==> src/logic/ptpmt_pkg.sv <==
// register map, field positions and reset values of the ptp master timer block
package ptpmt_pkg;
  localparam int PTPMT_AW = 8;
  localparam logic [7:0] ADDR_MASTER_TIME_NOW = 8'h00;
  localparam logic [7:0] ADDR_SYNC_CAPTURE_TIME0 = 8'h04;
  localparam logic [7:0] ADDR_SYNC_CAPTURE_TIME1 = 8'h08;
  localparam logic [7:0] ADDR_TIMER_EVENT_FLAGS = 8'h0c;
  localparam logic [7:0] ADDR_GEN_CLOCK_LOW_PHASE = 8'h10;
  localparam logic [7:0] ADDR_GEN_CLOCK_HIGH_PHASE = 8'h14;
  localparam logic [7:0] ADDR_GEN_CLOCK_CONTROL = 8'h18;
  localparam logic [7:0] ADDR_RATE_ADJUST_CONTROL = 8'h1c;
  localparam logic [7:0] ADDR_RATE_ADJUST_INTERVAL = 8'h20;
  localparam logic [7:0] ADDR_SYNC_PRESET_TIME0 = 8'h24;
  localparam logic [7:0] ADDR_SYNC_PRESET_TIME1 = 8'h28;
  localparam logic [7:0] ADDR_MASTER_WRAP_LIMIT = 8'h2c;
  localparam logic [7:0] ADDR_SYNC_CONTROL = 8'h30;
  localparam logic [7:0] ADDR_INTERRUPT_MASK = 8'h34;
  localparam int GEN_ENABLE_BIT = 0;
  localparam int GEN_ALIGN_BIT = 2;
  localparam int ADJ_DEFERRED_BIT = 0;
  localparam int ADJ_ENABLE_BIT = 1;
  localparam int ADJ_DIRECTION_BIT = 2;
  localparam int FLAG_WRAP_BIT = 0;
  localparam int FLAG_CAPTURE_LSB = 1;
  localparam int FLAG_UPDATE_BIT = 3;
  localparam logic [29:0] GEN_PHASE_RESET = 30'h0000_30d4;
  localparam logic [29:0] ADJ_INTERVAL_RESET = 30'h0000_4e1f;
  localparam logic [29:0] WRAP_LIMIT_RESET = 30'h3b9a_ca00;
  localparam logic [29:0] TIME_RESET = 30'h0000_0000;
  localparam int CLK_PERIOD_NS = 20;
  localparam int CAPTURE_LAG_TICKS = 3;
  localparam logic [29:0] NS_PER_TICK = 30'(CLK_PERIOD_NS);
endpackage

==> src/logic/ptpmt_top.sv <==
// ptp master timer: counter, rate correction, generated clock, sync capture, apb slave
// Function
// - generated clock low for N+1 cycles
// - clock output only while enable bit set
// - sync-enable aligns generated clock to master sync
// - direction clear adds one, set subtracts one
// - correction only while adjust enable set
// - deferred bit delays new values to sync
// - 30-bit interval, resets to 0x4E1F
// - sync rising edge loads preset time
// - live master time readable, zero after reset
// - snapshot time only when capture flag clear
// - snapshot lags edge by synchronizer ticks
// - sticky capture flag per input, bits 2:1
// - sticky wrap flag bit 0 on wrap
// - sticky update-done flag bit 3 when deferred
// - generated clock high for N+1 cycles
// - counter wraps to zero at limit
// - preset load only when sync load enabled
// - interrupt only for masked-in events
//
// Decided for this implementation: register access over APB.
`timescale 1ns/100ps
module ptpmt_top
  import ptpmt_pkg::*;
#(
  parameter int SYNC_INPUTS = 2
)(
  input wire logic pclk,
  input wire logic presetn,
  input wire logic psel,
  input wire logic penable,
  input wire logic pwrite,
  input wire logic [PTPMT_AW-1:0] paddr,
  input wire logic [31:0] pwdata,
  input wire logic [3:0] pstrb,
  output logic [31:0] prdata,
  output logic pready,
  output logic pslverr,
  input wire logic [1:0] sync_in,
  output logic gen_clock_out,
  output logic gen_clock_oe,
  output logic master_sync_pulse,
  output logic irq
);
  logic [29:0] master_time_value;
  logic [29:0] sync_capture_value [2];
  logic [29:0] sync_preset_value [2];
  logic [29:0] gen_clock_low_count;
  logic [29:0] gen_clock_high_count;
  logic [29:0] master_wrap_limit;
  logic [29:0] rate_adjust_cycles;
  logic [29:0] active_cycles;
  logic active_direction;
  logic adjust_pending;
  logic gen_clock_output_enable;
  logic gen_clock_align_enable;
  logic rate_adjust_direction;
  logic rate_adjust_enable;
  logic rate_adjust_deferred;
  logic [1:0] external_sync_load_enable;
  logic [1:0] capture_interrupt_mask;
  logic wrap_interrupt_mask;
  logic [3:0] flags;
  logic [1:0] sync_meta;
  logic [1:0] sync_sync;
  logic [1:0] sync_prev;
  logic [1:0] sync_rise;
  logic [29:0] adj_count;
  logic adj_tick;
  logic wrap_now;
  logic [29:0] gen_count;
  logic gen_level;
  logic wr_en;
  logic rd_en;
  logic [3:0] clear_mask;
  logic [3:0] set_mask;
  logic [31:0] next_prdata;
  logic next_pslverr;

  assign wr_en = psel && penable && pready && pwrite;
  assign rd_en = psel && !penable && !pwrite;
  assign clear_mask = (wr_en && paddr == ADDR_TIMER_EVENT_FLAGS && pstrb[0]) ? pwdata[3:0] : 4'h0;

  // two-stage synchroniser then edge detect on the second stage
  always_ff @(posedge pclk or negedge presetn)
  begin
    if (!presetn)
    begin
      sync_meta <= 2'h0;
      sync_sync <= 2'h0;
      sync_prev <= 2'h0;
    end
    else
    begin
      sync_meta <= sync_in;
      sync_sync <= sync_meta;
      sync_prev <= sync_sync;
    end
  end
  assign sync_rise = sync_sync & ~sync_prev;

  // correction interval counter
  always_ff @(posedge pclk or negedge presetn)
  begin
    if (!presetn)
      adj_count <= 30'h0000_0000;
    else if (adj_tick || !rate_adjust_enable)
      adj_count <= 30'h0000_0000;
    else
      adj_count <= adj_count + 30'h0000_0001;
  end
  assign adj_tick = rate_adjust_enable && ((adj_count + 30'h0000_0001) >= active_cycles);

  assign wrap_now = (master_time_value + NS_PER_TICK) >= master_wrap_limit;

  // master time counter
  always_ff @(posedge pclk or negedge presetn)
  begin
    if (!presetn)
      master_time_value <= TIME_RESET;
    else if (sync_rise[0] && external_sync_load_enable[0])
      master_time_value <= sync_preset_value[0];
    else if (sync_rise[1] && external_sync_load_enable[1])
      master_time_value <= sync_preset_value[1];
    else if (wrap_now)
      master_time_value <= TIME_RESET;
    else if (adj_tick && !active_direction)
      master_time_value <= master_time_value + NS_PER_TICK + 30'h0000_0001;
    else if (adj_tick && active_direction)
      master_time_value <= master_time_value + NS_PER_TICK - 30'h0000_0001;
    else
      master_time_value <= master_time_value + NS_PER_TICK;
  end

  always_ff @(posedge pclk or negedge presetn)
  begin
    if (!presetn)
      master_sync_pulse <= 1'b0;
    else
      master_sync_pulse <= wrap_now;
  end

  // active adjustment values, immediate or deferred to a wrap
  always_ff @(posedge pclk or negedge presetn)
  begin
    if (!presetn)
    begin
      active_cycles <= ADJ_INTERVAL_RESET;
      active_direction <= 1'b0;
      adjust_pending <= 1'b0;
    end
    else if (!rate_adjust_deferred)
    begin
      active_cycles <= rate_adjust_cycles;
      active_direction <= rate_adjust_direction;
      adjust_pending <= 1'b0;
    end
    else if (wrap_now && adjust_pending)
    begin
      active_cycles <= rate_adjust_cycles;
      active_direction <= rate_adjust_direction;
      adjust_pending <= 1'b0;
    end
    else if (wr_en && (paddr == ADDR_RATE_ADJUST_INTERVAL || paddr == ADDR_RATE_ADJUST_CONTROL))
      adjust_pending <= 1'b1;
  end

  // sticky flags, set wins over clear
  always_comb
  begin
    set_mask = 4'h0;
    set_mask[FLAG_WRAP_BIT] = wrap_now;
    set_mask[FLAG_CAPTURE_LSB +: 2] = sync_rise;
    set_mask[FLAG_UPDATE_BIT] = rate_adjust_deferred && wrap_now && adjust_pending;
  end
  always_ff @(posedge pclk or negedge presetn)
  begin
    if (!presetn)
      flags <= 4'h0;
    else
      flags <= (flags & ~clear_mask) | set_mask;
  end

  // snapshots only while the input's flag is clear
  always_ff @(posedge pclk or negedge presetn)
  begin
    if (!presetn)
    begin
      sync_capture_value[0] <= TIME_RESET;
      sync_capture_value[1] <= TIME_RESET;
    end
    else
    begin
      for (int i = 0; i < 2; i++)
        if (sync_rise[i] && !flags[FLAG_CAPTURE_LSB + i])
          sync_capture_value[i] <= master_time_value;
    end
  end

  // generated clock: low phase then high phase
  always_ff @(posedge pclk or negedge presetn)
  begin
    if (!presetn)
    begin
      gen_count <= 30'h0000_0000;
      gen_level <= 1'b0;
    end
    else if (!gen_clock_output_enable || (gen_clock_align_enable && wrap_now))
    begin
      gen_count <= 30'h0000_0000;
      gen_level <= 1'b0;
    end
    else if (!gen_level && gen_count >= gen_clock_low_count)
    begin
      gen_count <= 30'h0000_0000;
      gen_level <= 1'b1;
    end
    else if (gen_level && gen_count >= gen_clock_high_count)
    begin
      gen_count <= 30'h0000_0000;
      gen_level <= 1'b0;
    end
    else
      gen_count <= gen_count + 30'h0000_0001;
  end
  always_ff @(posedge pclk or negedge presetn)
  begin
    if (!presetn)
    begin
      gen_clock_out <= 1'b0;
      gen_clock_oe <= 1'b0;
    end
    else
    begin
      gen_clock_out <= gen_level && gen_clock_output_enable;
      gen_clock_oe <= gen_clock_output_enable;
    end
  end

  always_ff @(posedge pclk or negedge presetn)
  begin
    if (!presetn)
      irq <= 1'b0;
    else
      irq <= |(flags[2:0] & {capture_interrupt_mask, wrap_interrupt_mask});
  end

  // configuration registers
  always_ff @(posedge pclk or negedge presetn)
  begin
    if (!presetn)
    begin
      gen_clock_low_count <= GEN_PHASE_RESET;
      gen_clock_high_count <= GEN_PHASE_RESET;
      gen_clock_output_enable <= 1'b0;
      gen_clock_align_enable <= 1'b0;
      rate_adjust_direction <= 1'b0;
      rate_adjust_enable <= 1'b0;
      rate_adjust_deferred <= 1'b0;
      rate_adjust_cycles <= ADJ_INTERVAL_RESET;
      sync_preset_value[0] <= TIME_RESET;
      sync_preset_value[1] <= TIME_RESET;
      master_wrap_limit <= WRAP_LIMIT_RESET;
      external_sync_load_enable <= 2'h0;
      capture_interrupt_mask <= 2'h0;
      wrap_interrupt_mask <= 1'b0;
    end
    else if (wr_en && pstrb == 4'hf)
    begin
      case (paddr)
        ADDR_GEN_CLOCK_LOW_PHASE: gen_clock_low_count <= pwdata[29:0];
        ADDR_GEN_CLOCK_HIGH_PHASE: gen_clock_high_count <= pwdata[29:0];
        ADDR_GEN_CLOCK_CONTROL:
        begin
          gen_clock_output_enable <= pwdata[GEN_ENABLE_BIT];
          gen_clock_align_enable <= pwdata[GEN_ALIGN_BIT];
        end
        ADDR_RATE_ADJUST_CONTROL:
        begin
          rate_adjust_deferred <= pwdata[ADJ_DEFERRED_BIT];
          rate_adjust_enable <= pwdata[ADJ_ENABLE_BIT];
          rate_adjust_direction <= pwdata[ADJ_DIRECTION_BIT];
        end
        ADDR_RATE_ADJUST_INTERVAL: rate_adjust_cycles <= pwdata[29:0];
        ADDR_SYNC_PRESET_TIME0: sync_preset_value[0] <= pwdata[29:0];
        ADDR_SYNC_PRESET_TIME1: sync_preset_value[1] <= pwdata[29:0];
        ADDR_MASTER_WRAP_LIMIT: master_wrap_limit <= pwdata[29:0];
        ADDR_SYNC_CONTROL: external_sync_load_enable <= pwdata[2:1];
        ADDR_INTERRUPT_MASK:
        begin
          capture_interrupt_mask <= pwdata[2:1];
          wrap_interrupt_mask <= pwdata[0];
        end
        default: ;
      endcase
    end
  end

  // read mux
  always_comb
  begin
    next_prdata = 32'h0000_0000;
    next_pslverr = 1'b0;
    case (paddr)
      ADDR_MASTER_TIME_NOW: next_prdata = {2'b00, master_time_value};
      ADDR_SYNC_CAPTURE_TIME0: next_prdata = {2'b00, sync_capture_value[0]};
      ADDR_SYNC_CAPTURE_TIME1: next_prdata = {2'b00, sync_capture_value[1]};
      ADDR_TIMER_EVENT_FLAGS: next_prdata = {28'h000_0000, flags};
      ADDR_GEN_CLOCK_LOW_PHASE: next_prdata = {2'b00, gen_clock_low_count};
      ADDR_GEN_CLOCK_HIGH_PHASE: next_prdata = {2'b00, gen_clock_high_count};
      ADDR_GEN_CLOCK_CONTROL: next_prdata = {29'h0, gen_clock_align_enable, 1'b0, gen_clock_output_enable};
      ADDR_RATE_ADJUST_CONTROL: next_prdata = {29'h0, rate_adjust_direction, rate_adjust_enable, rate_adjust_deferred};
      ADDR_RATE_ADJUST_INTERVAL: next_prdata = {2'b00, rate_adjust_cycles};
      ADDR_SYNC_PRESET_TIME0: next_prdata = {2'b00, sync_preset_value[0]};
      ADDR_SYNC_PRESET_TIME1: next_prdata = {2'b00, sync_preset_value[1]};
      ADDR_MASTER_WRAP_LIMIT: next_prdata = {2'b00, master_wrap_limit};
      ADDR_SYNC_CONTROL: next_prdata = {29'h0, external_sync_load_enable, 1'b0};
      ADDR_INTERRUPT_MASK: next_prdata = {29'h0, capture_interrupt_mask, wrap_interrupt_mask};
      default: next_pslverr = 1'b1;
    endcase
  end

  // answer one cycle after setup: pready high in the access phase
  always_ff @(posedge pclk or negedge presetn)
  begin
    if (!presetn)
    begin
      prdata <= 32'h0000_0000;
      pready <= 1'b0;
      pslverr <= 1'b0;
    end
    else
    begin
      pready <= psel && !penable;
      pslverr <= psel && !penable && next_pslverr;
      if (rd_en)
        prdata <= next_prdata;
    end
  end

  a_wrap_flag: assert property (@(posedge pclk) disable iff (!presetn)
    wrap_now |=> flags[FLAG_WRAP_BIT])
    else $error("wrap did not set flag");
  a_capture_hold: assert property (@(posedge pclk) disable iff (!presetn)
    (sync_rise[0] && flags[1]) |=> $stable(sync_capture_value[0]))
    else $error("snapshot overwritten while flag set");
  a_preset_load: assert property (@(posedge pclk) disable iff (!presetn)
    (sync_rise[0] && external_sync_load_enable[0]) |=> master_time_value == $past(sync_preset_value[0]))
    else $error("preset not loaded");
  a_adjust_off: assert property (@(posedge pclk) disable iff (!presetn)
    (!rate_adjust_enable && !wrap_now && !(|(sync_rise & external_sync_load_enable)))
    |=> master_time_value == $past(master_time_value) + NS_PER_TICK)
    else $error("correction while disabled");
  a_clock_off: assert property (@(posedge pclk) disable iff (!presetn)
    !gen_clock_output_enable |=> !gen_clock_oe && !gen_clock_out)
    else $error("clock driven while disabled");
  a_irq_masked: assert property (@(posedge pclk) disable iff (!presetn)
    (flags[2:0] & {capture_interrupt_mask, wrap_interrupt_mask}) == 3'h0 |=> !irq)
    else $error("irq while masked");
  a_w1c_clear: assert property (@(posedge pclk) disable iff (!presetn)
    (clear_mask[0] && !set_mask[0]) |=> !flags[0])
    else $error("flag not cleared");
  a_immediate_apply: assert property (@(posedge pclk) disable iff (!presetn)
    !rate_adjust_deferred |=> active_cycles == $past(rate_adjust_cycles))
    else $error("immediate update missing");
endmodule

==> config.mk <==
export PLATFORM = sky130hd
export DESIGN_NAME = ptpmt_top
export DESIGN_NICKNAME = d
export VERILOG_FILES = /design/src/logic/ptpmt_pkg.sv /design/src/logic/ptpmt_top.sv
export SDC_FILE = /design/constraint.sdc
export NUM_CORES = 1
export LEC_CHECK = 0
export ABC_AREA = 1
export BUFFER_PORTS_ARGS = -buffer_cell sky130_fd_sc_hd__buf_2
export CORE_MARGIN = 5
export CORE_UTILIZATION = 35
export CTS_CLUSTER_SIZE = 25
export DETAILED_ROUTE_END_ITERATION = 10
export GPL_TIMING_DRIVEN = 1
export PLACE_DENSITY = 0.57
export RECOVER_POWER = 50
export SYNTH_ARGS = -nofsm -noshare
export SYNTH_HDL_FRONTEND = slang
export SYNTH_SLANG_ARGS = --single-unit
export TNS_END_PERCENT = 50
==> constraint.sdc <==
create_clock -name pclk -period 9.59 [get_ports pclk]
set_clock_uncertainty 0.2 [all_clocks]
set_input_delay 1.4385 -clock pclk [delete_from_list [all_inputs] [get_ports pclk]]
set_output_delay 1.4385 -clock pclk [all_outputs]
set_load 0.05 [all_outputs]
Yosys cells after proc, flatten, opt, wreduce, memory -nomap -nowiden
Cells that the tools add are included.

word-level totals
  flip-flop bits (word level) = 421
  bits of input ports = 51
  output and inout port bits = 38
  word-level logic and storage cells = 136

cells by class
  $add $sub $neg = 5
  magnitude comparators = 4
  equality and inequality tests = 16
  muxes and demuxes = 22
  bitwise logic cells = 6
  reductions and logical operators = 49

operator list
  kind                                                                    count
  30-bit one-hot mux with 14 select lines                                 1
  30-bit two-way mux                                                      11
  30-bit greater-or-equal comparator                                      4
  30-bit by 1-bit adder with 30-bit output (second input constant)        3
  8-bit by 6-bit equality test with 1-bit output (second input constant)  6
  8-bit by 5-bit equality test with 1-bit output (second input constant)  4
  30-bit by 5-bit adder with 30-bit output (second input constant)        1
  30-bit by 1-bit subtractor with 30-bit output (second input constant)   1
  1-bit logical AND                                                       24
  2-bit AND reduction                                                     10
  8-bit by 4-bit equality test with 1-bit output (second input constant)  2
  14-bit OR reduction                                                     1
  1-bit two-way mux                                                       9
  8-bit by 3-bit equality test with 1-bit output (second input constant)  1
  1-bit zero test                                                         8
  8-bit zero test                                                         1
  4-bit AND                                                               1
  4-bit equality test (second input constant)                             1
  4-bit two-way mux                                                       1
  4-bit NOT                                                               1
  4-bit OR                                                                1
  3-bit AND                                                               1
  1-bit logical OR                                                        3
  3-bit by 1-bit != test with 1-bit output (second input constant)        1
  other kinds (5)                                                         5

Logic depth before layout (Yosys ltp)
Gate-level depths: netlist of the first run.

  word-level depth = 9
  depth in mapped cells = 32
  depth with buffers taken out = 31

Least setup slack after synthesis of the first run
No wires, ideal clock.

  path kind = reg2reg
  start = reg adj_count[0]
  end = reg master_time_value[1]
  setup time = 0.123 ns
  arrival time = 3.584 ns
  data required time = 9.267 ns
  setup slack = 5.683 ns
  cell stages (with the launch flop) = 31
  buffers on the path = 0
  period minus slack after synthesis = 3.907 ns
  path through = dfrtp_1 -> ha_1 -> nand2_1 -> inv_1 -> nand2_1 -> nor2_1 -> nand2_1 -> nor3_1 -> nand2_1 -> nor2_1 -> nand4_1 -> nor3_1 -> nand4_1 -> xor2_1 -> inv_1 -> ha_1 -> nand2_1 -> inv_1 -> nand2_1 -> nand2_1 -> nand2_1 -> nand2_1 -> a21oi_1 -> nand3_1 -> nand3_1 -> clkinv_1 -> or2_2 -> nand3_1 -> nand3_1 -> o21ai_0 -> nand2_1

on the way
  cells in the longest elaborated chain, start to end = 9
  elaborated cells on any way between the ends = 10
  classes of those cells = add/sub (1); order compare (1); mux (5); reduce/logical (3)

RTL lines
  item                                          line              RTL
  start, declared                               ptpmt_top.sv:69   logic [29:0] adj_count;
  start signal, assigned                        ptpmt_top.sv:111  adj_count <= adj_count + 30'h0000_0001;
  30-bit by 1-bit adder with 30-bit output (*)  ptpmt_top.sv:113  assign adj_tick = rate_adjust_enable && ((adj_count + 30'h0000_0001) >= active_cycles);
  30-bit greater-or-equal comparator (*)        ptpmt_top.sv:113
  1-bit logical AND (*)                         ptpmt_top.sv:113
  1-bit logical AND                             ptpmt_top.sv:130  else if (adj_tick && active_direction)
  30-bit two-way mux                            ptpmt_top.sv:130
  30-bit two-way mux (*)                        ptpmt_top.sv:128  else if (adj_tick && !active_direction)
  30-bit two-way mux (*)                        ptpmt_top.sv:126  else if (wrap_now)
  30-bit two-way mux (*)                        ptpmt_top.sv:124  else if (sync_rise[1] && external_sync_load_enable[1])
  30-bit two-way mux (*)                        ptpmt_top.sv:122  else if (sync_rise[0] && external_sync_load_enable[0])
  end signal, assigned                          ptpmt_top.sv:123  master_time_value <= sync_preset_value[0];
  end signal, assigned                          ptpmt_top.sv:125  master_time_value <= sync_preset_value[1];
  end signal, assigned                          ptpmt_top.sv:129  master_time_value <= master_time_value + NS_PER_TICK + 30'h0000_0001;
  end, declared                                 ptpmt_top.sv:46   logic [29:0] master_time_value;

Every way passes the cells marked *; elsewhere a longest branch is shown, timed or not.
A chain may end at the register's enable or synchronous reset.

==> out/qor.csv, run 1 <==
metric;value;unit
Detailed Route WL;77100;um
Cell Pwr Density;150;nW/um^2
Critical Path Start;presetn;
Warnings, synthesis;0;
Area Overhead vs Synth;12.8;%
Worst slew margin;-2.38;
DRC viols;0;
MaxCap Viol Count;5;
Yosys reg bits;419;
DP HPWL;56300;um
count of input and output buffers;84;
TritonCTS clock tree;yes;
ys async rst share;1.00;
Synth Area in XOR/XNOR;0.0175;
first-pass GRT wire length;120000;um
final-report max-slew violation count;344;
clock transition at the registers of the reported paths;50;ps
post-synthesis compound-gate area fraction;0.147;
Via Count;20983;
crit-path leading delay family;buffers and inverters;
die height;272;um
root buffer cell;clkbuf_16;
Yosys cell types;61;
CTS Buffer Depth;3;
final setup vio count;0;
largest net degree at the start of global routing;161;
mux cell area share after synthesis;0.00656;
Critical Path Start Type;input port;
Gate Count Post-Synth;3071;
Synth Cell Area;24000;sq um
WL/cell;19.0;um
gpl congestion;0.931;
Worst EP required;9770;ps
Main synth FF type;dfrtp_1;
antenna viol nets, final;0;
IO Pins;89;
worst path buffer plus inverter count;2;
# hold bufs at CTS;0;
total chip power;4.07;mW
Worst path slowest cell;clkbuf_1;
outcome;finished with violations;
Synth top area share;0.391;
die area;74000;sq um
critical path endpoint category;asynchronous set/reset pin;
CP max stage delay;3460;ps
Die X;272;um
synth cell count leaders;nand2_1, inv_1, dfrtp_1;
CP Max Fanout;90;
Post-CTS Setup Inserts;0;
reg2reg path depth;25;
Crit path depth;2;
fillcell total;6994;
cell leakage power;12.3;nW
adder-cell area share of the yosys netlist;0.0656;
Max Freq;0.154;GHz
final net count;3307;
Final Hold Viols;0;
Hold Path Depth;0;
area leader, netlist;dfrtp_1;
TritonCTS buffer count;47;
largest cells by area after synthesis;dfrtp_1, nand2_1, o21ai_0;
WP data arrival;6690;ps
htree depth;2;
design area;27100;sq um
Min Hold Slack;146;ps
Slew @ Worst Pin;5070;ps
antenna violations before repair;2;
GR Util All Layers;0.206;
Tmin final;6510;ps
number of synthesized flops with an enable pin;0;
worst reg2reg path startpoint;adj_count[0];
simple-gate share of the synthesized area;0.240;
hold path startpoint;sync_meta[0];
crit share post-route;0.679;
RSZ-0062 raised after global routing;false;
core area;68300;sq um
Final TNS setup;0;ps
Clk Latency, worst-skew pair;600;ps
placed cell areas;25500;sq um
DRT Pass-1 Iters;5;
vias per cell;5.18;
Hold Crit Class;reg2reg;
vias in the first global route;20237;
largest family of logic cells by synthesized area;simple AND/OR/NAND/NOR gates;
share of cells above drive strength 1;0.115;
grt ovf;0;
# rows;96;
Worst Setup Path Type;in2async;
sequential area share after synthesis;0.438;
CTS Sinks;419;
starting density of the core;0.352;
worst-path cell chain;clkbuf_1 -> clkbuf_2;
failing checks;capacitance limit, slew limit;
post-cts gate resize count;0;
Avg Inst Size Synth;7.83;sq um
number of DRC markers in iteration 0;1705;
most frequent cell after synthesis;nand2_1;
Worst VDD drop;0.124;mV
metal layers:
layer | vias up | global-route usage | routed length, um
met5 | - | 0 | 0
met4 | 0 | 0.0619 | 2460
met3 | 135 | 0.0281 | 4530
met2 | 627 | 0.333 | 35200
met1 | 9994 | 0.289 | 34900
li1 | 10227 | - | -
path summary, 6_finish.rpt:
kind,end,slack (ps)
max,gen_clock_low_count[3],3080
min,sync_sync[0],150
max in group pclk,master_time_value[29],4110
min reg2reg,sync_sync[0],150
min in group asynchronous,gen_clock_low_count[26],2470
max reg2reg,master_time_value[29],4110
cell usage in the layout, fill, tap and decap left out, types with 10 or more instances in the layout:
| cell type | count |
|---|---|
| a21oi_1 | 87 |
| a221oi_1 | 28 |
| a22o_1 | 11 |
| buf_2 | 82 |
| buf_4 | 24 |
| clkbuf_1 | 16 |
| clkbuf_16 | 48 |
| clkbuf_8 | 17 |
| dfrtp_1 | 376 |
| dfstp_2 | 43 |
| ha_1 | 126 |
| inv_1 | 416 |
| inv_2 | 10 |
| mux2_2 | 14 |
| nand2_1 | 748 |
| nand2_2 | 29 |
| nand2_4 | 12 |
| nand3_1 | 113 |
| nand4_1 | 42 |
| nor2_1 | 230 |
| nor2_2 | 21 |
| nor2_4 | 13 |
| nor3_1 | 40 |
| nor4_1 | 27 |
| o2111ai_1 | 17 |
| o211ai_1 | 10 |
| o21ai_0 | 371 |
| o221ai_1 | 18 |
| o22ai_1 | 39 |
| xor2_1 | 41 |
cell families (layout without fill, tap and decap cells):
kind of cell | count (synthesis) | after routing
AOI/OAI and AO/OA | 615 | 615
xor gates and xnor gates | 48 | 48
adders and majority gates | 126 | 126
buffers and inverters | 537 | 634
DFF | 419 | 419
muxes | 14 | 14
other | 1 | 3
and+or+nand+nor | 1311 | 1311
stage by stage:
step,cells,util,setup slack (ps)
after CTS,4051,0.397,4150
after floorplan,3072,-,5680
after global placement,3963,0.373,4180
final,4052,0.397,3080
after detailed placement,3963,0.373,4160
after global routing,4051,0.397,1930
layout make-up:
class,instances,area [sq um],area share
diodes,1,2.50,0.0000923
clock buffers,75,1470,0.0543
clock inverters,13,213,0.00784
inverters,432,1630,0.0599
multi-input cells,2116,11500,0.425
flip-flops and latches,419,10500,0.389
well taps,882,1100,0.0407
repair buffers,114,638,0.0235
registers in the layout (all words and copies together), names as in the netlist, 4 cells and up:
signal                flops
gen_count                30
flags                     4
master_wrap_limit        30
master_time_value        30
prdata                   30
sync_preset_value        60
gen_clock_high_count     30
sync_capture_value       60
adj_count                30
gen_clock_low_count      30
active_cycles            30
rate_adjust_cycles       30
worst reg2reg max path, cell delays in order (launching register included):
cell and delay [ps]:
dfrtp_1 400, ha_1 190, nand2_1 60, inv_1 90, nand2_1 80, nor2_1 240
inv_1 110, nor3_1 250, nand4_1 210, nor3_1 360, nand2_1 120, xor2_1 200
inv_1 70, ha_1 270, nand2_1 60, nor2_1 140, nand2_1 120, nor3_1 220
nand2_1 100, nand3_1 140, nand3_2 410, inv_1 680, o21ai_0 220, nand3_1 130
nand3_1 170, a21oi_1 190
power by group:
| group | leakage (nW) | switching (mW) | total [mW] | internal, mW |
|---|---|---|---|---|
| Combinational | 5.81 | 0.270 | 0.337 | 0.0667 |
| Clock | 0.819 | 0.768 | 1.93 | 1.17 |
| Sequential | 5.66 | 0.0150 | 1.80 | 1.78 |
Power figures use the tool's default switching activity.
==> inputs of run 2 (changes only) <==
ABC_AREA = 0   (was 1)
PLACE_DENSITY = 0.59   (was 0.57)
clock period = 5.4 ns   (was 9.59 ns; I/O delays follow)
==> run 2 against run 1 <==
  * The run still ends with capacitance limit, slew limit left
  * Sequential share of layout area is 1.0 points higher
  * Cell count decreased by 19%
  * Wire length fell by 2.6%
  * Sequential power grew 86%
  * Design area fell by 2.5%
  * Hold slack worse by 15 ps
  * Area after synthesis down 3.5%
  * Largest power group unchanged
==> out/qor.csv, run 2 <==
metric;value;unit;change
Worst path slowest cell;or4_1;;
DP HPWL;54400;um;-3.4%
CP Capture Point;master_time_value[28];;
Avg Inst Size Synth;10.0;sq um;+28%
# rows;94;;-2.1%
Gate Count Post-Synth;2318;;-25%
Synth Cell Area;23200;sq um;-3.5%
ys async rst share;1.00;;unchanged
vias in the first global route;19287;;-4.7%
RSZ-0062 raised after global routing;false;;
Cell Pwr Density;302;nW/um^2;+100%
synth cell count leaders;dfrtp_1, nand2_1, mux2_2;;
share of cells above drive strength 1;0.211;;+0.0967
design area;26400;sq um;-2.5%
htree depth;2;;unchanged
Final Hold Viols;0;;unchanged
TritonCTS buffer count;46;;-2.1%
reg2reg path depth;18;;-28%
Reg-to-Reg End;master_time_value[28];;
Yosys cell types;86;;+41%
DRC viols;0;;unchanged
post-cts gate resize count;0;;unchanged
Tmin final;4960;ps;
cell leakage power;12.7;nW;+3.2%
die area;71600;sq um;-3.3%
GR Util All Layers;0.207;;+0.00100
final net count;2559;;-23%
final setup vio count;0;;unchanged
largest cells by area after synthesis;dfrtp_1, mux2_2, ha_1;;
WP data arrival;5240;ps;-1450 ps
failing checks;capacitance limit, slew limit;;
IO Pins;89;;unchanged
outcome;finished with violations;;
most frequent cells in the layout;dfrtp_1, nand2_1, mux2_2, nor2_1, inv_1;;
number of DRC markers in iteration 0;1812;;+6.3%
Post-Place Setup Slack;384;ps;-3770 ps
Critical Path Start;adj_count[0];;
worst-path cell chain;nand3_1 -> or3_1 -> nor3_1 -> nand4_1 -> nor2_1 -> nand4_1 -> xnor2_1 -> ha_1 -> and4_1 -> and4_1 -> a31oi_1 -> o2111ai_1 -> o21ai_2 -> buf_4 -> or4_1 -> o21ai_0 -> mux2i_1 -> a21oi_1;;
TritonCTS clock tree;yes;;
Worst EP required;5680;ps;-4090 ps
starting density of the core;0.353;;+0.00125
antenna viol nets, final;0;;unchanged
Via Count;18837;;-10%
crit share post-route;0.919;;
Max Freq;0.202;GHz;
root buffer cell;clkbuf_16;;
Main synth FF type;dfrtp_1;;
Inst Count DP;3198;;-19%
Yosys reg bits;419;;unchanged
Detailed Route WL;75100;um;-2.6%
total chip power;7.99;mW;+96%
Finished Layout Cells;3285;;-19%
# hold bufs at CTS;0;;unchanged
Worst Setup Path Type;reg2reg;;
Final TNS setup;0;ps;unchanged
Die X;268;um;-1.7%
CTS Sinks;419;;unchanged
largest net degree at the start of global routing;140;;-13%
final-report max-slew violation count;398;;+16%
Worst VDD drop;0.237;mV;+91%
Synth top area share;0.405;;+0.0140
CTS Buffer Depth;3;;unchanged
grt ovf;0;;unchanged
Area Overhead vs Synth;13.9;%;
Slew @ Worst Pin;2780;ps;-2290 ps
Warnings, synthesis;0;;unchanged
worst reg2reg path startpoint;adj_count[0];;
antenna violations before repair;4;;+2
most common cell after layout, fill and taps aside;dfrtp_1;;
DRT Pass-1 Iters;7;;+2
area leader, netlist;dfrtp_1;;
most frequent cell after synthesis;dfrtp_1;;
sequential area share after synthesis;0.454;;+0.0157
fin util;0.402;;+0.00528
WL/cell;22.9;um;+20%
post-route setup slack;439;ps;-2640 ps
Worst slew margin;-0.854;;+1.53
count of input and output buffers;84;;unchanged
gpl congestion;0.917;;-1.5%
Post-CTS Setup Inserts;0;;unchanged
die height;268;um;-1.7%
largest registers;sync_capture_value (60), sync_preset_value (60);;
Min Hold Slack;131;ps;-14.8 ps
vias per cell;5.73;;+11%
number of synthesized flops with an enable pin;0;;unchanged
placed cell areas;24800;sq um;-2.5%
core area;65700;sq um;-3.8%
clock transition at the registers of the reported paths;60;ps;about the same
critical path endpoint category;register;;
r2r setup slk;440;ps;-3670 ps
CP Max Fanout;15;;-83%
CP max stage delay;500;ps;-2960 ps
MaxCap Viol Count;4;;-1
Hold Crit Class;in2reg;;
first-pass GRT wire length;115000;um;-3.7%
Clk Latency, worst-skew pair;600;ps;about the same
Critical Path Start Type;register;;
-- run 2: cell types whose count changed after synthesis, sizes merged, moves of 30 or more --
cell and delta:
a22oi +75, a21o +32, mux2 +178, o21ai -248
nor2b +30, nand3 -45, o22ai -37, xnor2 +55
nand2 -592, nor2 -103, and3 +41, inv -278
-- run 2: how the worst min path moves through the flow --
stage,startpoint,to,slack [ps],cells after the start
after floorplan,sync_meta[0],sync_sync[0],130,0
after global placement,sync_meta[1],sync_sync[1],140,0
after detailed placement,sync_meta[0],sync_sync[0],140,0
after CTS,presetn,gen_count[3],90,1
after global routing,sync_in[1],sync_meta[1],120,1
final,sync_in[1],sync_meta[1],130,1
-- run 2: critical path: cells and delay by family (launching register included) --
kind,cells,cell delay (ps)
muxes,1,230
xor gates and xnor gates,1,170
buffers and inverters,1,210
adders and majority gates,1,300
DFF,1,400
and+or+nand+nor,9,2670
AOI/OAI and AO/OA,5,660
-- run 2: cells by family (layout without fill, tap and decap cells) --
family / Yosys count / after routing / share of synthesized area
xor+xnor: 103 / 103 / 0.0395
mux: 197 / 197 / 0.0953
simple gates: 706 / 706 / 0.151
other cells: 1 / 4 / 0.000162
fa+ha+maj: 126 / 126 / 0.0679
flops: 419 / 419 / 0.454
buf+inv: 283 / 383 / 0.0480
compound gates: 483 / 483 / 0.143
-- run 2: routing by layer --
| layer | up-vias | GRT usage | wire length (um) |
|---|---|---|---|
| li1 | 8494 | - | - |
| met1 | 9476 | 0.265 | 30900 |
| met2 | 696 | 0.348 | 35900 |
| met3 | 171 | 0.0406 | 5240 |
| met4 | 0 | 0.0804 | 3120 |
| met5 | - | 0 | 0 |
-- run 2: report_power, final --
part           total (mW)  internal [mW]  switching [mW]
clock network        3.40           2.06            1.34
logic                1.24          0.403           0.833
registers            3.35           3.24           0.108
-- run 2: final cells by class --
class                   count  area (sq um)
inverters                 149           559
clock buffers              59          1310
fillers                  6330         39300
flip-flops and latches    419         10500
diodes                      2          5.00
multi-input cells        1617         11700
repair buffers            149           943
clock inverters            26           333
well taps                 864          1080
